### src/pkg/uart_host_pkg.sv
// Shared constants for the quad UART host port and its channel registers
`default_nettype none
package uart_host_pkg;
    // ********************
    // Bus shape
    // ********************
    localparam int NUM_CHAN = 4;
    localparam int DATA_W = 8;
    localparam int ADDR_W = 3;
    localparam int DIV_W = 16;
    // ********************
    // Register offsets within a channel
    // ********************
    localparam logic [2:0] REG_HOLD = 3'h0;
    localparam logic [2:0] REG_IER = 3'h1;
    localparam logic [2:0] REG_FCR = 3'h2;
    localparam logic [2:0] REG_LCR = 3'h3;
    localparam logic [2:0] REG_MCR = 3'h4;
    localparam logic [2:0] REG_LSR = 3'h5;
    localparam logic [2:0] REG_MSR = 3'h6;
    localparam logic [2:0] REG_SPR = 3'h7;
    // ********************
    // Field positions and keys
    // ********************
    localparam int LCR_DLAB_BIT = 7;
    localparam logic [7:0] LCR_ENH_KEY = 8'hbf;
    localparam int MCR_PRESCALE_BIT = 7;
    localparam int MCR_RESUME_BIT = 5;
    localparam int MCR_IRQ_EN_BIT = 3;
    localparam int FIFO_STATUS_SUMMARY_TX_LSB = 0;
    localparam int FIFO_STATUS_SUMMARY_RX_LSB = 4;
    // ********************
    // Reset values
    // ********************
    localparam logic [7:0] REG_RST = 8'h00;
    localparam logic [7:0] XON_RST = 8'h00;
    // ********************
    // Datapath and timing figures
    // ********************
    localparam int FIFO_DEPTH = 64;
    localparam int SAMPLE_RATE = 16;
    localparam logic [1:0] PRESCALE_DIV4_TOP = 2'h3;
    localparam int CLK_PERIOD_NS = 25;
    localparam int RESET_PULSE_NS = 40;
endpackage : uart_host_pkg
`default_nettype wire

### src/rtl/uart_chan_regs.sv
// One channel's register set, prescaler and 16x sample tick generator
`default_nettype none
module uart_chan_regs
(
    input wire logic mclk_i,
    input wire logic rst_i,
    input wire logic clear_i,
    input wire logic strap_div4_i,
    input wire logic wr_i,
    input wire logic rd_done_i,
    input wire logic [uart_host_pkg::ADDR_W-1:0] addr_i,
    input wire logic [uart_host_pkg::DATA_W-1:0] wdata_i,
    input wire logic [7:0] rx_data_i,
    input wire logic [7:0] isr_i,
    input wire logic [7:0] lsr_i,
    input wire logic [7:0] msr_i,
    output logic [7:0] rdata_o,
    output logic tx_push_o,
    output logic rx_pop_o,
    output logic div4_o,
    output logic resume_any_o,
    output logic irq_en_o,
    output logic tick16_o
);
    import uart_host_pkg::*;

    typedef struct packed {
        logic [7:0] lcr;
        logic [7:0] ier;
        logic [7:0] fcr;
        logic [7:0] modem_control_reg;
        logic [7:0] dll;
        logic [7:0] dlm;
        logic [7:0] spr;
        logic [7:0] efr;
        logic [7:0] xon1;
        logic [7:0] xon2;
        logic [1:0] pre_cnt;
        logic [DIV_W-1:0] div_cnt;
        logic tick;
        logic push;
        logic pop;
    } chan_t;

    chan_t s;
    chan_t next_s;
    logic dlab;
    logic enh;
    logic [DIV_W-1:0] divisor;

    assign dlab = s.lcr[LCR_DLAB_BIT];
    assign enh = (s.lcr == LCR_ENH_KEY);
    assign divisor = {s.dlm, s.dll};

    // ********************
    // Read mux
    // ********************
    always_comb
    begin
        rdata_o = REG_RST;
        if (addr_i == REG_HOLD)
            rdata_o = dlab ? s.dll : rx_data_i;
        else if (addr_i == REG_IER)
            rdata_o = dlab ? s.dlm : s.ier;
        else if (addr_i == REG_FCR)
            rdata_o = enh ? s.efr : isr_i;
        else if (addr_i == REG_LCR)
            rdata_o = s.lcr;
        else if (addr_i == REG_MCR)
            rdata_o = enh ? s.xon1 : s.modem_control_reg;
        else if (addr_i == REG_LSR)
            rdata_o = enh ? s.xon2 : lsr_i;
        else if (addr_i == REG_MSR)
            rdata_o = msr_i;
        else
            rdata_o = s.spr;
    end

    // ********************
    // Next state
    // ********************
    always_comb
    begin
        next_s = s;
        next_s.push = 1'b0;
        next_s.pop = 1'b0;
        next_s.tick = 1'b0;
        // Prescaler ahead of the divisor, then 16x tick
        if (!s.modem_control_reg[MCR_PRESCALE_BIT] || s.pre_cnt == PRESCALE_DIV4_TOP)
        begin
            next_s.pre_cnt = 2'h0;
            if (divisor != '0)
            begin
                if (s.div_cnt >= divisor - 16'h0001)
                begin
                    next_s.div_cnt = '0;
                    next_s.tick = 1'b1;
                end
                else
                    next_s.div_cnt = s.div_cnt + 16'h0001;
            end
        end
        else
            next_s.pre_cnt = s.pre_cnt + 2'h1;
        if (wr_i)
        begin
            if (addr_i == REG_HOLD && dlab)
                next_s.dll = wdata_i;
            else if (addr_i == REG_HOLD)
                next_s.push = 1'b1;
            else if (addr_i == REG_IER && dlab)
                next_s.dlm = wdata_i;
            else if (addr_i == REG_IER)
                next_s.ier = wdata_i;
            else if (addr_i == REG_FCR && enh)
                next_s.efr = wdata_i;
            else if (addr_i == REG_FCR)
                next_s.fcr = wdata_i;
            else if (addr_i == REG_LCR)
                next_s.lcr = wdata_i;
            else if (addr_i == REG_MCR && enh)
                next_s.xon1 = wdata_i;
            else if (addr_i == REG_MCR)
                next_s.modem_control_reg = wdata_i;
            else if (addr_i == REG_LSR && enh)
                next_s.xon2 = wdata_i;
            else if (addr_i == REG_SPR)
                next_s.spr = wdata_i;
        end
        if (rd_done_i && addr_i == REG_HOLD && !dlab)
            next_s.pop = 1'b1;
        if (clear_i)
        begin
            next_s = '0;
            next_s.modem_control_reg[MCR_PRESCALE_BIT] = strap_div4_i;
        end
    end

    always_ff @(posedge mclk_i or posedge rst_i)
    begin
        if (rst_i)
            s <= '0;
        else
            s <= next_s;
    end

    assign tx_push_o = s.push;
    assign rx_pop_o = s.pop;
    assign div4_o = s.modem_control_reg[MCR_PRESCALE_BIT];
    assign resume_any_o = s.modem_control_reg[MCR_RESUME_BIT];
    assign irq_en_o = s.modem_control_reg[MCR_IRQ_EN_BIT];
    assign tick16_o = s.tick;
endmodule : uart_chan_regs
`default_nettype wire

### src/rtl/uart_host_port.sv
// Host bus front end of the quad UART: decode, channel select, broadcast
`default_nettype none
// How it works
// - 8-bit data, 3 address lines, selects, strobes
// - Bus access is sampled on mclk_i, the clock that feeds the divisor
// - Cycles framed only by select and strobes
// - Shared data bus, selected channel drives reads
// - 16-style: one low select picks channel
// - All four selects low: broadcast write
// - 68-style: address pair picks the channel
// - Address pair ignored in 16-style mode
// - Reset clears channel registers, MCR bit 7 takes the strap
// - 64-byte transmit and receive FIFO per channel
// - Sample clock is 16x bit rate
// - Strap chooses divide-by-1 or divide-by-4 prescale
// - Modem control bit 7 overrides the strap
// - Modem bit 5: any character resumes transmit
// - 16-style: interrupt style pin or modem bit 3
// - One summary read shows all FIFO ready flags
// - Each channel owns its full register set
// - Style pin high 16-style, low 68-style
// - 68-style reset pin is active low
// - Strap sampled only at reset, high divide-by-1
module uart_host_port
(
    input wire logic mclk_i,
    input wire logic rst_i,
    input wire logic bus_style_select_i,
    input wire logic reset_pin_i,
    input wire logic prescale_pin_select_i,
    input wire logic irq_style_pin_i,
    input wire logic chan_a_select_n_i,
    input wire logic chan_b_select_n_i,
    input wire logic chan_c_select_n_i,
    input wire logic chan_d_select_n_i,
    input wire logic shared_select_n_i,
    input wire logic read_write_i,
    input wire logic chan_addr_hi_i,
    input wire logic chan_addr_lo_i,
    input wire logic read_strobe_n_i,
    input wire logic write_strobe_n_i,
    input wire logic status_select_n_i,
    input wire logic [uart_host_pkg::ADDR_W-1:0] addr_i,
    input wire logic [uart_host_pkg::DATA_W-1:0] data_i,
    input wire logic [uart_host_pkg::NUM_CHAN-1:0] tx_space_ready_n_i,
    input wire logic [uart_host_pkg::NUM_CHAN-1:0] rx_data_ready_n_i,
    input wire logic [uart_host_pkg::NUM_CHAN-1:0] irq_req_i,
    input wire logic [uart_host_pkg::NUM_CHAN*8-1:0] rx_data_i,
    input wire logic [uart_host_pkg::NUM_CHAN*8-1:0] isr_i,
    input wire logic [uart_host_pkg::NUM_CHAN*8-1:0] lsr_i,
    input wire logic [uart_host_pkg::NUM_CHAN*8-1:0] msr_i,
    output logic [uart_host_pkg::DATA_W-1:0] data_o,
    output logic data_oe_o,
    output logic chan_reset_o,
    output logic [uart_host_pkg::DATA_W-1:0] tx_data_o,
    output logic [uart_host_pkg::NUM_CHAN-1:0] tx_push_o,
    output logic [uart_host_pkg::NUM_CHAN-1:0] rx_pop_o,
    output logic [uart_host_pkg::NUM_CHAN-1:0] div4_o,
    output logic [uart_host_pkg::NUM_CHAN-1:0] resume_any_o,
    output logic [uart_host_pkg::NUM_CHAN-1:0] tick16_o,
    output logic [uart_host_pkg::NUM_CHAN-1:0] irq_o,
    output logic [uart_host_pkg::NUM_CHAN-1:0] irq_oe_o
);
    import uart_host_pkg::*;

    // ********************
    // State
    // ********************
    typedef struct packed {
        logic init;
        logic clear;
        logic wr_busy;
        logic [NUM_CHAN-1:0] wr_sel;
        logic [ADDR_W-1:0] wr_addr;
        logic [DATA_W-1:0] wr_data;
        logic [NUM_CHAN-1:0] wr_pulse;
        logic rd_busy;
        logic [NUM_CHAN-1:0] rd_sel;
        logic [ADDR_W-1:0] rd_addr;
        logic [NUM_CHAN-1:0] rd_done;
        logic [DATA_W-1:0] dout;
        logic doe;
        logic [NUM_CHAN-1:0] irq;
        logic [NUM_CHAN-1:0] irq_oe;
    } port_t;

    port_t s;
    port_t next_s;

    logic [NUM_CHAN-1:0] sel;
    logic bcast;
    logic rd_act;
    logic wr_act;
    logic wr_now;
    logic rd_now;
    logic stat_now;
    logic pin_reset;
    logic [NUM_CHAN-1:0] cs_low;
    logic [ADDR_W-1:0] chan_addr;
    logic [NUM_CHAN-1:0] wr_strobe;
    logic [DATA_W-1:0] fifo_status_summary;
    logic [7:0] ch_rdata [NUM_CHAN];
    logic [NUM_CHAN-1:0] ch_irq_en;
    logic [DATA_W-1:0] rd_mux;

    // ********************
    // Channel select decode
    // ********************
    assign cs_low = ~{chan_d_select_n_i, chan_c_select_n_i,
                      chan_b_select_n_i, chan_a_select_n_i};

    always_comb
    begin
        sel = '0;
        bcast = 1'b0;
        rd_act = 1'b0;
        wr_act = 1'b0;
        if (bus_style_select_i)
        begin
            // Address pair is not looked at here
            rd_act = ~read_strobe_n_i;
            wr_act = ~write_strobe_n_i;
            if (cs_low == 4'h1 || cs_low == 4'h2 ||
                cs_low == 4'h4 || cs_low == 4'h8)
                sel = cs_low;
            else if (cs_low == 4'hf)
            begin
                sel = cs_low;
                bcast = 1'b1;
            end
            else
                sel = '0;
        end
        else if (!shared_select_n_i)
        begin
            sel = 4'h1 << {chan_addr_hi_i, chan_addr_lo_i};
            rd_act = read_write_i;
            wr_act = ~read_write_i;
        end
    end

    // Access framed purely by host select and strobe levels
    assign wr_now = wr_act && (sel != '0);
    assign rd_now = rd_act && (sel != '0) && !bcast;
    assign stat_now = rd_act && !status_select_n_i;
    assign chan_addr = rd_now ? addr_i : s.rd_addr;

    // ********************
    // Reset pin, polarity by bus style
    // ********************
    // One sample suffices: a pulse over 40 ns always spans a 25 ns edge
    assign pin_reset = bus_style_select_i ? reset_pin_i : ~reset_pin_i;

    // ********************
    // FIFO ready summary
    // ********************
    assign fifo_status_summary[FIFO_STATUS_SUMMARY_TX_LSB +: NUM_CHAN] = tx_space_ready_n_i;
    assign fifo_status_summary[FIFO_STATUS_SUMMARY_RX_LSB +: NUM_CHAN] = rx_data_ready_n_i;

    // ********************
    // Read data from the one selected channel
    // ********************
    always_comb
    begin
        rd_mux = '0;
        for (int i = 0; i < NUM_CHAN; i++)
        begin
            if (sel[i])
                rd_mux = ch_rdata[i];
        end
    end

    // ********************
    // Next state
    // ********************
    always_comb
    begin
        next_s = s;
        next_s.init = 1'b0;
        next_s.clear = pin_reset;
        next_s.wr_pulse = '0;
        next_s.rd_done = '0;
        // Write commits at the trailing strobe edge
        if (wr_now)
        begin
            next_s.wr_sel = sel;
            next_s.wr_addr = addr_i;
            next_s.wr_data = data_i;
        end
        else if (s.wr_busy)
            next_s.wr_pulse = s.wr_sel;
        next_s.wr_busy = wr_now;
        // Read: drive while a single channel or the status summary is addressed
        next_s.doe = 1'b0;
        if (stat_now)
        begin
            next_s.dout = fifo_status_summary;
            next_s.doe = 1'b1;
        end
        else if (rd_now)
        begin
            next_s.rd_sel = sel;
            next_s.rd_addr = addr_i;
            next_s.dout = rd_mux;
            next_s.doe = 1'b1;
        end
        else if (s.rd_busy)
            next_s.rd_done = s.rd_sel;
        next_s.rd_busy = rd_now;
        // Broadcast and plain writes never drive the bus
        if (wr_now)
            next_s.doe = 1'b0;
        // Interrupt pin style per channel
        for (int i = 0; i < NUM_CHAN; i++)
        begin
            next_s.irq[i] = irq_req_i[i];
            if (bus_style_select_i && !irq_style_pin_i)
                next_s.irq_oe[i] = ch_irq_en[i];
            else
                next_s.irq_oe[i] = 1'b1;
        end
        if (s.clear || s.init)
        begin
            next_s.wr_busy = 1'b0;
            next_s.rd_busy = 1'b0;
            next_s.wr_pulse = '0;
            next_s.rd_done = '0;
        end
    end

    // ********************
    // Registers
    // ********************
    always_ff @(posedge mclk_i or posedge rst_i)
    begin
        if (rst_i)
        begin
            s <= '0;
            s.init <= 1'b1;
        end
        else
            s <= next_s;
    end

    // ********************
    // Per-channel register sets
    // ********************
    assign wr_strobe = s.wr_pulse;

    genvar g;
    generate
        for (g = 0; g < NUM_CHAN; g++)
        begin : g_chan
            uart_chan_regs u_regs
            (
                .mclk_i(mclk_i),
                .rst_i(rst_i),
                .clear_i(s.clear | s.init),
                .strap_div4_i(~prescale_pin_select_i),
                .wr_i(wr_strobe[g]),
                .rd_done_i(s.rd_done[g]),
                .addr_i(wr_strobe[g] ? s.wr_addr : chan_addr),
                .wdata_i(s.wr_data),
                .rx_data_i(rx_data_i[g*8 +: 8]),
                .isr_i(isr_i[g*8 +: 8]),
                .lsr_i(lsr_i[g*8 +: 8]),
                .msr_i(msr_i[g*8 +: 8]),
                .rdata_o(ch_rdata[g]),
                .tx_push_o(tx_push_o[g]),
                .rx_pop_o(rx_pop_o[g]),
                .div4_o(div4_o[g]),
                .resume_any_o(resume_any_o[g]),
                .irq_en_o(ch_irq_en[g]),
                .tick16_o(tick16_o[g])
            );
        end
    endgenerate

    // ********************
    // Outputs
    // ********************
    assign data_o = s.dout;
    assign data_oe_o = s.doe;
    assign chan_reset_o = s.clear | s.init;
    assign tx_data_o = s.wr_data;
    assign irq_o = s.irq;
    assign irq_oe_o = s.irq_oe;
endmodule : uart_host_port
`default_nettype wire

### config.mk
export PLATFORM = sky130hd
export DESIGN_NAME = uart_host_port
export DESIGN_NICKNAME = d
export VERILOG_FILES = /design/src/pkg/uart_host_pkg.sv /design/src/rtl/uart_chan_regs.sv /design/src/rtl/uart_host_port.sv
export SDC_FILE = /design/constraint.sdc
export NUM_CORES = 1
export LEC_CHECK = 0
export BUFFER_PORTS_ARGS = -buffer_cell sky130_fd_sc_hd__buf_2
export CAP_MARGIN = 25
export CORE_MARGIN = 5
export CORE_UTILIZATION = 35
export CTS_CLUSTER_DIAMETER = 200
export DETAILED_ROUTE_END_ITERATION = 10
export SLEW_MARGIN = 20
export SYNTH_ARGS = -nofsm -noshare
export SYNTH_HDL_FRONTEND = slang
export SYNTH_HIERARCHICAL = 1
export SYNTH_SLANG_ARGS = --single-unit
### constraint.sdc
create_clock -name mclk_i -period 4.36 [get_ports mclk_i]
set_clock_uncertainty 0.15 [all_clocks]
set_input_delay 0.872 -clock mclk_i [delete_from_list [all_inputs] [get_ports mclk_i]]
set_output_delay 0.872 -clock mclk_i [all_outputs]
set_load 0.05 [all_outputs]
==> results of run 1 <==
## stage by stage
step	instance area (um^2)	hold WS (ns)	TNS (ns)	power [mW]
finish	29300	0.244	0	12.4
global route	29300	0.223	0	13.0
CTS	29300	0.213	0	12.5
detailed placement	27600	0.286	-0.881	8.04
global placement	27600	0.283	-0.603	8.02
floorplan	24600	0.266	0	6.63
## where the power goes
group | switching [mW] | internal (mW) | total, mW
clock network | 1.74 | 2.61 | 4.35
logic | 2.09 | 1.33 | 3.42
registers | 0.343 | 4.26 | 4.60
total | 4.17 | 8.19 | 12.4
## synth_stat cells, types with 51 or more instances
library cell and count:
o21ai_0 225, xnor2_1 51, o21ai_1 104, clkbuf_1 86, mux2i_1 170, nand2_1 358, dfrtp_1 422, nor2_1 169
a21oi_1 155, ha_1 76, nand2b_1 59, inv_1 71
## final timing paths
| check | startpoint | to | slack [ns] | cells past startpoint |
|---|---|---|---|---|
| worst min register to register | g_chan[3].u_regs/s[19] | g_chan[3].u_regs/s[19] | 0.29 | 1 |
| worst max-delay path | chan_c_select_n_i | data_o[0] | 0.26 | 16 |
| min in group asynchronous | rst_i | g_chan[3].u_regs/s[98] | 0.41 | 2 |
| worst min-delay path | irq_req_i[3] | irq_o[3] | 0.24 | 1 |
| max in group asynchronous | rst_i | s[50] | 2.71 | 3 |
| worst max register to register | g_chan[3].u_regs/divisor[0] | g_chan[3].u_regs/s[11] | 0.45 | 13 |
## critical path, cell delays in order
cell and delay [ns]:
buf_2 0.12, xnor2_1 0.13, a211o_4 0.35, a31oi_2 0.17
buf_4 0.19, mux2_2 0.39, mux2_2 0.35, nor2b_1 0.18
nand2_1 0.16, o21ai_1 0.21, a211oi_1 0.10, a2111oi_1 0.60
buf_4 0.21, a22o_1 0.12, o211ai_1 0.08, a31oi_1 0.21
## flip-flops by register name (all words and copies together), names as in the netlist
register / flops
g_chan.u_regs/divisor: 64
data_o: 8
g_chan.u_regs/dlab: 4
tx_data_o: 8
g_chan.u_regs/div4_o: 4
g_chan.u_regs/s: 280
s: 22
irq_oe_o: 4
g_chan.u_regs/tick16_o: 4
data_oe_o: 1
wr_strobe: 4
g_chan.u_regs/resume_any_o: 4
g_chan.u_regs/irq_en_o: 4
irq_o: 4
g_chan.u_regs/tx_push_o: 4
g_chan.u_regs/rx_pop_o: 4
## area by class of cell
type                    count  area, um^2
multi-input cells        1997       12900
flip-flops and latches    423       10600
repair buffers            419        2650
well taps                 940        1180
diodes                      4        10.0
inverters                  77         304
clock inverters            23         268
clock buffers              68        1440
fillers                  6916       40500
## logic make-up after synthesis
group	count (synthesis)	share of synthesized area
mux	235	0.100
compound gates	750	0.187
simple gates	861	0.171
other cells	1	0.000153
flops	423	0.431
xor+xnor	74	0.0264
fa+ha+maj	76	0.0387
buf+inv	237	0.0450
## per-layer routing
| metal | vias to the layer above | routed length (um) |
|---|---|---|
| li1 | 10177 | - |
| met1 | 10093 | 37500 |
| met2 | 700 | 35100 |
| met3 | 128 | 6920 |
| met4 | 8 | 2370 |
| met5 | - | 49 |
==> metrics.md, run 1 <==
| Metric | Value |
|---|---|
| Vias in the first global route | `20,263` |
| Full die area | `75,600 um^2` |
| Type of origin of the critical path | `input port` |
| # nets final | `3,212` |
| GRT busiest layer | `met2` |
| Port bufs | `213` |
| CP Class | `in -> reg` |
| Post-synth EDFFs | `0` |
| Avg Vias per Cell | `5.34` |
| Final Routed Wirelength | `81,900 um` |
| DIE WIDTH | `275 um` |
| Worst-margin pin slew | `1.11 ns` |
| Most frequent cells in the layout | `dfrtp_1, nand2_1, o21ai_0` |
| Setup violations, final | `0` |
| Req. time, crit path | `4.72 ns` |
| CTS Buffer Depth | `3` |
| Outcome | `complete, no violations` |
| HP Class | `in -> reg` |
| Top Ports | `214` |
| Worst setup margin | `0.257 ns` |
| Worst vdd ir | `0.000281 V` |
| Hold_buf cts | `0` |
| Max_cap viols | `0` |
| GRT met3 Usage | `0.0525` |
| CTS tree | `built` |
| H-tree depth | `2` |
| Register bit count reported by yosys | `roughly 420` |
| Final min period | `4.10 ns` |
| Row cnt | `97` |
| Synth top area cells | `dfrtp_1, mux2i_1, nand2_1` |
| YS warnings | `6` |
| WL/cell | `20.7 um` |
| Starting utilization of the core area | `0.352` |
| Finished Core Util | `0.420` |
| Area Growth Syn to Fin | `19.4%` |
| Routability cong. | `approximately 0.9` |
| Clk slew on worst S/H paths | `0.06 ns` |
| Pre-CTS WS | `-0.483 ns` |
| Post-synth ARST share | `1.00` |
| CP arrival | `4.46 ns` |
| Synthesized instance count | `~2,700` |
| Starting DRT DRC Count | `1,628` |
| Root buffer cell | `clkbuf_16` |
| Remaining routing DRC violations | `0` |
| Endpoint type of the worst setup path | `flip-flop` |
| RSZ-0062 raised after global routing | `false` |
| Final max-slew violation count | `0` |
| GRT Resource Usage Total | `0.213` |
| DP Cell Count | `3,855` |
| GRT met2 Usage | `0.316` |
| Post-synth cell types | `just under 90` |
| Syn avg cell area | `9.24 um^2` |
| Most common cell after layout, fill and taps aside | `dfrtp_1` |
| Initial antenna violation count | `9` |
| Syn_nets | `2,901` |
| Largest net degree at the start of global routing | `76` |
| Worst slew margin | `0.260` |
| Final period util | `0.941` |
| Post-synthesis cell area | `24,600 um^2` |
| Yosys top cell area share | `0.430` |
| DR vias | `21,106` |
| First-pass GRT wire length | `roughly 120,000 um` |
| Leak | `13.5 nW` |
| Non-filler cells, final | `3,951` |
| Met1 usage | `0.308` |
| Num CTS Buffers | `50` |
| Die Ht | `275 um` |
| CORE AREA | `approximately 70,000 um^2` |
| Cell taking the most area after synthesis | `dfrtp_1` |
| Post_cts resized | `0` |
| Layout cells sized above 1 | `0.195` |
| Post-CTS Setup Bufs | `0` |
| HPWL reported at the end of detailed placement | `between 60,000 and 70,000 um` |
| CTS Sinks | `about 420` |
| CP Max Fanout | `8` |
| Worst skew pair latency | `around 0.6 ns` |
| Register area share after synthesis | `0.431` |
| Power Density | `422 nW/um^2` |
| Grt ovf | `0` |
| Fmax | `244 MHz` |
| Final hold violations | `0` |
| Primary FF master, synth | `dfrtp_1` |
| 1st-pass router iterations | `6` |
| Final ANT Viol Nets | `0` |
(Power assumes the default switching activity.)
==> run 2: changes to the inputs <==
- CORE_MARGIN: 5 -> default
==> run 2 against run 1 <==
Cell count rose by 0.35%. Via count rose by 0.67%. Clock power rose by 4%. Wire length fell by 0.94%. Largest cell class unchanged. Clock-buffer cell count fell by 2. Critical path depth rose by 1.
==> metrics.md, run 2 (synthesized netlist as in run 1, its figures left out) <==
| Metric | Value |
|---|---|
| Worst setup margin | `0.285 ns (+0.0287 ns)` |
| H-tree depth | `2 (unchanged)` |
| Remaining routing DRC violations | `0 (unchanged)` |
| Hold_buf cts | `0 (unchanged)` |
| Finished Core Util | `0.428 (+0.00816)` |
| Final period util | `0.935 (-0.00657)` |
| WL/cell | `20.5 um (-1.3%)` |
| Type of origin of the critical path | `input port` |
| Initial antenna violation count | `5 (-4)` |
| Power Density | `427 nW/um^2 (+1.1%)` |
| Overall Power | `12.6 mW (+2.0%)` |
| # nets final | `3,236 (+0.75%)` |
| Comb power frac | `0.280 (+0.003)` |
| Seq pwr share | `0.361 (-0.011)` |
| Req. time, crit path | `4.72 ns (about the same)` |
| Endpoint type of the worst setup path | `flip-flop` |
| CORE AREA | `69,100 um^2 (-1.0%)` |
| Starting utilization of the core area | `0.356 (+0.00367)` |
| Top Ports | `214 (unchanged)` |
| Final hold violations | `0 (unchanged)` |
| CP Max Fanout | `6 (-2)` |
| Clock power frac | `0.358 (+0.006)` |
| CP Class | `in -> reg` |
| Num CTS Buffers | `50 (unchanged)` |
| Area Growth Syn to Fin | `20.4%` |
| HPWL reported at the end of detailed placement | `60,500 um (-1.5%)` |
| Fmax | `245 MHz (+0.70%)` |
| Post-CTS Setup Bufs | `0 (unchanged)` |
| Worst slew margin | `0.391 (+0.131)` |
| Largest net degree at the start of global routing | `76 (unchanged)` |
| Root buffer cell | `clkbuf_16` |
| Setup violations, final | `0 (unchanged)` |
| Psw | `4.23 mW (+1.4%)` |
| Final ANT Viol Nets | `0 (unchanged)` |
| HP Class | `in -> reg` |
| CTS Buffer Depth | `3 (unchanged)` |
| Most common cell after layout, fill and taps aside | `dfrtp_1` |
| Max_cap viols | `0 (unchanged)` |
| Avg Vias per Cell | `5.36 (+0.32%)` |
| Worst-margin pin slew | `0.914 ns (-0.196 ns)` |
| Clk slew on worst S/H paths | `0.06 ns (about the same)` |
| CTS tree | `built` |
| CP arrival | `4.43 ns (-0.03 ns)` |
| Max reg flops | `280 (unchanged)` |
| GRT Resource Usage Total | `0.228 (+0.0145)` |
| Die Ht | `267 um (-2.9%)` |
| Row cnt | `96 (-1.0%)` |
| Largest Register | `g_chan.u_regs/s` |
| Cell Area, Placed | `27,800 um^2 (+0.63%)` |
| First-pass GRT wire length | `124,000 um (-0.81%)` |
| Routability cong. | `0.938 (+1.3%)` |
| Sw frac | `0.336 (-0.00195)` |
| Vias in the first global route | `20,261 (-0.0099%)` |
| Internal power | `8.39 mW (+2.3%)` |
| Port bufs | `213 (unchanged)` |
| 1st-pass router iterations | `5 (-1)` |
| Leak | `13.7 nW (+1.2%)` |
| Worst skew pair latency | `0.60 ns (about the same)` |
| Full die area | `71,200 um^2 (-5.7%)` |
| RSZ-0062 raised after global routing | `false` |
| Worst vdd ir | `0.000272 V (-3.2%)` |
| CTS Sinks | `423 (unchanged)` |
| DR vias | `21,248 (+0.67%)` |
| Outcome | `complete, no violations` |
| Final Cell Area | `29,600 um^2 (+0.89%)` |
| DIE WIDTH | `267 um (-2.9%)` |
| Grt ovf | `0 (unchanged)` |
| Starting DRT DRC Count | `1,860 (+14%)` |
| Fillers | `6,752 (-2.4%)` |
| Final min period | `4.07 ns (-0.0287 ns)` |
| Most frequent cells in the layout | `dfrtp_1, nand2_1, o21ai_0` |
| Pre-CTS WS | `-0.348 ns (+0.135 ns)` |
| Final Routed Wirelength | `81,200 um (-0.94%)` |
| Layout cells sized above 1 | `0.202 (+0.00723)` |
| Post_cts resized | `0 (unchanged)` |
| Final max-slew violation count | `0 (unchanged)` |
-- run 2: per-layer routing --
metal | GRT usage | routed length, um
met2 | 0.344 | 35400
met3 | 0.0528 | 5810
met5 | 0 | 23
met1 | 0.324 | 37800
met4 | 0.0629 | 2100
-- run 2: cell type report --
type	instances	area, um^2	area share
flip-flops and latches	423	10600	0.358
well taps	931	1160	0.0394
inverters	77	302	0.0102
repair buffers	443	2860	0.0967
multi-input cells	1997	12900	0.436
clock buffers	66	1400	0.0474
diodes	1	2.50	0.0000846
clock inverters	27	370	0.0125
-- run 2: worst paths after layout --
kind | start | to | slack, ns | depth (start not counted)
min reg2reg | g_chan[3].u_regs/s[19] | g_chan[3].u_regs/s[19] | 0.29 | 1
max reg2reg | g_chan[3].u_regs/divisor[0] | g_chan[3].u_regs/s[5] | 0.42 | 14
min in group asynchronous | rst_i | g_chan[1].u_regs/s[45] | 0.25 | 2
max in group asynchronous | rst_i | g_chan[0].u_regs/s[39] | 2.70 | 3
min | irq_req_i[1] | irq_o[1] | 0.24 | 1
max | chan_c_select_n_i | data_o[0] | 0.29 | 17
-- run 2: worst max-delay path, cell delays in order --
cell,delay (ns)
buf_2,0.13
xnor2_1,0.13
a211o_4,0.35
a31oi_2,0.18
buf_4,0.19
mux2_2,0.38
mux2_2,0.33
nand2b_1,0.26
a21oi_1,0.16
a21oi_1,0.05
o21ai_1,0.09
a211oi_1,0.08
a2111oi_0,0.55
buf_4,0.21
a22o_1,0.12
o211ai_1,0.10
a31oi_1,0.23
-- run 2: metrics by stage --
step           std cells  hold slack, ns  TNS, ns
2_1_floorplan       2657           0.266        0
3_3_place_gp        3869           0.285   -0.764
3_5_place_dp        3869           0.285    -1.30
4_1_cts             3962           0.197        0
5_1_grt             3965           0.209        0
6_report            3965           0.235        0
-- run 2: power groups by stage --
stage,registers (mW),logic (mW),clock network [mW]
after detailed placement,4.62,3.48,0
after CTS,4.55,3.50,4.61
after global routing,4.59,3.83,4.77
after floorplan,4.55,2.08,0
final,4.56,3.54,4.52
after global placement,4.62,3.46,0
==> run 3: changes to the inputs <==
- SLEW_MARGIN: 20 -> 40
- clock period: 4.36 -> 3.7 ns (I/O delays scaled with it)
==> run 3 against run 2 <==
Worst setup slack got worse by 0.17 ns. Critical path depth increased by 1. Critical endpoint is now data_o[4]. Cell count up 0.66%. Sequential power up 18%. Die area stayed put. Combinational power grew 22%. Non-clock buffer count is 23 higher. Via count grew 0.67%. Wire length increased by 1.6%. Register-to-register slack lost 0.25 ns.
==> metrics.md, run 3 (synthesized netlist as in run 1, its figures left out) <==
| Metric | Value |
|---|---|
| CP Class | `in -> reg` |
| Vias in the first global route | `20,574 (+1.5%)` |
| HPWL reported at the end of detailed placement | `62,000 um (+2.3%)` |
| Hold_buf cts | `0 (unchanged)` |
| HP Class | `in -> reg` |
| Most frequent cells in the layout | `dfrtp_1, nand2_1, buf_4` |
| CP Buf/Inv Count | `5 (+2)` |
| Clock power frac | `0.340 (-0.018)` |
| # nets final | `3,259 (+0.71%)` |
| Sw frac | `0.341 (+0.00504)` |
| CTS Buffer Depth | `3 (unchanged)` |
| Final period util | `0.968` |
| First-pass GRT wire length | `125,000 um (+1.3%)` |
| DP Cell Count | `3,894 (+0.65%)` |
| Crit path largest cell delay | `0.35 ns (-0.20 ns)` |
| Power Density | `490 nW/um^2 (+15%)` |
| Avg Vias per Cell | `5.36 (about the same)` |
| CP arrival | `3.96 ns (-0.47 ns)` |
| Layout cells sized above 1 | `0.217 (+0.0153)` |
| Final min period | `3.58 ns` |
| GRT Resource Usage Total | `0.231 (+0.00351)` |
| Cell-by-cell trace of the critical path | `buf_2, xnor2_2, a211o_4, a31oi_4, mux2_4, mux2_2, buf_4, o21ai_1, buf_4, buf_4, a21oi_1, a21oi_1, a21oi_1, o22ai_1, buf_4, nand2_1, o311a_1, o21ai_1` |
| DR vias | `21,390 (+0.67%)` |
| Routability cong. | `0.967 (+3.1%)` |
| Most common cell after layout, fill and taps aside | `dfrtp_1` |
| Non-filler cells, final | `3,991 (+0.66%)` |
| Pre-CTS WS | `-0.816 ns (-0.469 ns)` |
| H-tree depth | `2 (unchanged)` |
| Fmax | `279 MHz` |
| Starting utilization of the core area | `0.356 (unchanged)` |
| Largest Register | `g_chan.u_regs/s` |
| Critical path's top delay family | `compound AO/OA/AOI/OAI gates` |
| Final ANT Viol Nets | `0 (unchanged)` |
| Comb power frac | `0.294 (+0.014)` |
| Overall Power | `14.7 mW (+16%)` |
| CTS tree | `built` |
| Reg2reg setup slack | `0.17 ns (-0.25 ns)` |
| 1st-pass router iterations | `5 (unchanged)` |
| Seq pwr share | `0.366 (+0.005)` |
| DIE WIDTH | `267 um (unchanged)` |
| Worst-margin pin slew | `0.802 ns (-0.112 ns)` |
| Cell Area, Placed | `28,200 um^2 (+1.6%)` |
| Worst vdd ir | `0.000330 V (+21%)` |
| Worst skew pair latency | `0.61 ns (about the same)` |
| Setup violations, final | `0 (unchanged)` |
| Area Growth Syn to Fin | `22.0%` |
| Endpoint type of the worst setup path | `flip-flop` |
| Max reg flops | `280 (unchanged)` |
| Root buffer cell | `clkbuf_16` |
| Starting DRT DRC Count | `1,854 (-0.32%)` |
| Final Cell Area | `30,000 um^2 (+1.3%)` |
| Top Ports | `214 (unchanged)` |
| Clk slew on worst S/H paths | `0.06 ns (about the same)` |
| Worst slew margin | `0.465 (+0.0745)` |
| GRT busiest layer | `met2` |
| Max_cap viols | `0 (unchanged)` |
| CORE AREA | `69,100 um^2 (unchanged)` |
| Row cnt | `96 (unchanged)` |
| Grt ovf | `0 (unchanged)` |
| CP Max Fanout | `6 (unchanged)` |
| Final Routed Wirelength | `82,500 um (+1.6%)` |
| Leak | `13.8 nW (+1.2%)` |
| Full die area | `71,200 um^2 (unchanged)` |
| Outcome | `complete, no violations` |
| Type of origin of the critical path | `input port` |
| Num CTS Buffers | `50 (unchanged)` |
| GRT met2 Usage | `0.355 (+0.0113)` |
| Final max-slew violation count | `0 (unchanged)` |
| Port bufs | `213 (unchanged)` |
| GRT met3 Usage | `0.0433 (-0.00950)` |
| Internal power | `9.68 mW (+15%)` |
| Psw | `5.00 mW (+18%)` |
| Remaining routing DRC violations | `0 (unchanged)` |
| Final hold violations | `0 (unchanged)` |
| CP max stage cell | `mux2_4` |
| WL/cell | `20.7 um (+0.93%)` |
| Die Ht | `267 um (unchanged)` |
| RSZ-0062 raised after global routing | `true` |
| Req. time, crit path | `4.08 ns (-0.64 ns)` |
| Finished Core Util | `0.434 (+0.00560)` |
| CP most frequent cell | `buf_4` |
| Worst setup margin | `0.120 ns (-0.166 ns)` |
| Largest net degree at the start of global routing | `94 (+24%)` |
| Met1 usage | `0.327 (+0.00339)` |
| Initial antenna violation count | `9 (+4)` |
| CTS Sinks | `423 (unchanged)` |
==> run 3: cell types whose count changed in the layout (fill, tap and decap cells not counted), sizes merged <==
cell / before / now
buf: 442 / 466
bufinv: 8 / 3
clkbuf: 67 / 72
diode: 1 / 6
clkinv: 15 / 13
inv: 79 / 77
clkinvlp: 2 / 3
==> run 3: layout make-up <==
| class | count | area, um^2 |
|---|---|---|
| clock buffer | 72 | 1460 |
| inverter | 77 | 305 |
| multi-input combinational | 1997 | 13100 |
| sequential | 423 | 10600 |
| tap | 931 | 1160 |
| timing repair buffer | 466 | 3170 |
| antenna | 6 | 15.0 |
| clock inverter | 19 | 200 |
| fill | 6784 | 39100 |
==> run 3: metrics by stage <==
stage          hold WS, ns  TNS [ns]
2_1_floorplan        0.266    -0.517
3_3_place_gp         0.281    -12.74
4_1_cts             0.0836         0
3_5_place_dp         0.282    -16.80
6_report             0.107         0
5_1_grt             0.0940  -0.00455
==> run 3: path summary, 6_finish.rpt <==
path / depth (start not counted) / from / endpoint
worst max register to register: 13 / g_chan[2].u_regs/divisor[5] / g_chan[2].u_regs/s[16]
worst min register to register: 1 / g_chan[1].u_regs/s[19] / g_chan[1].u_regs/s[19]
worst max-delay path: 18 / chan_d_select_n_i / data_o[4]
worst min-delay path: 1 / irq_req_i[3] / irq_o[3]
max in group asynchronous: 3 / rst_i / g_chan[0].u_regs/divisor[2]
min in group asynchronous: 2 / rst_i / g_chan[2].u_regs/divisor[6]
==> run 3: what timing repair did <==
item	4_1_cts	5_1_grt
resized for setup	4	17
buffers inserted	0	0
setup endpoints to repair	1	48
pin swaps	0	3
==> run 3: layer usage <==
layer	wire length (um)	part of all wire
met1	38000	0.46
met2	36700	0.44
met3	5400	0.065
met4	2300	0.028
met5	25	0.00030
==> run 3: power groups by stage <==
stage               Sequential (mW)  Combinational, mW  Clock (mW)
global placement               5.44               4.22           0
CTS                            5.37               4.26        5.12
floorplan                      5.36               2.57           0
detailed placement             5.44               4.23           0
finish                         5.37               4.31        5.00
global route                   5.42               4.67        5.29
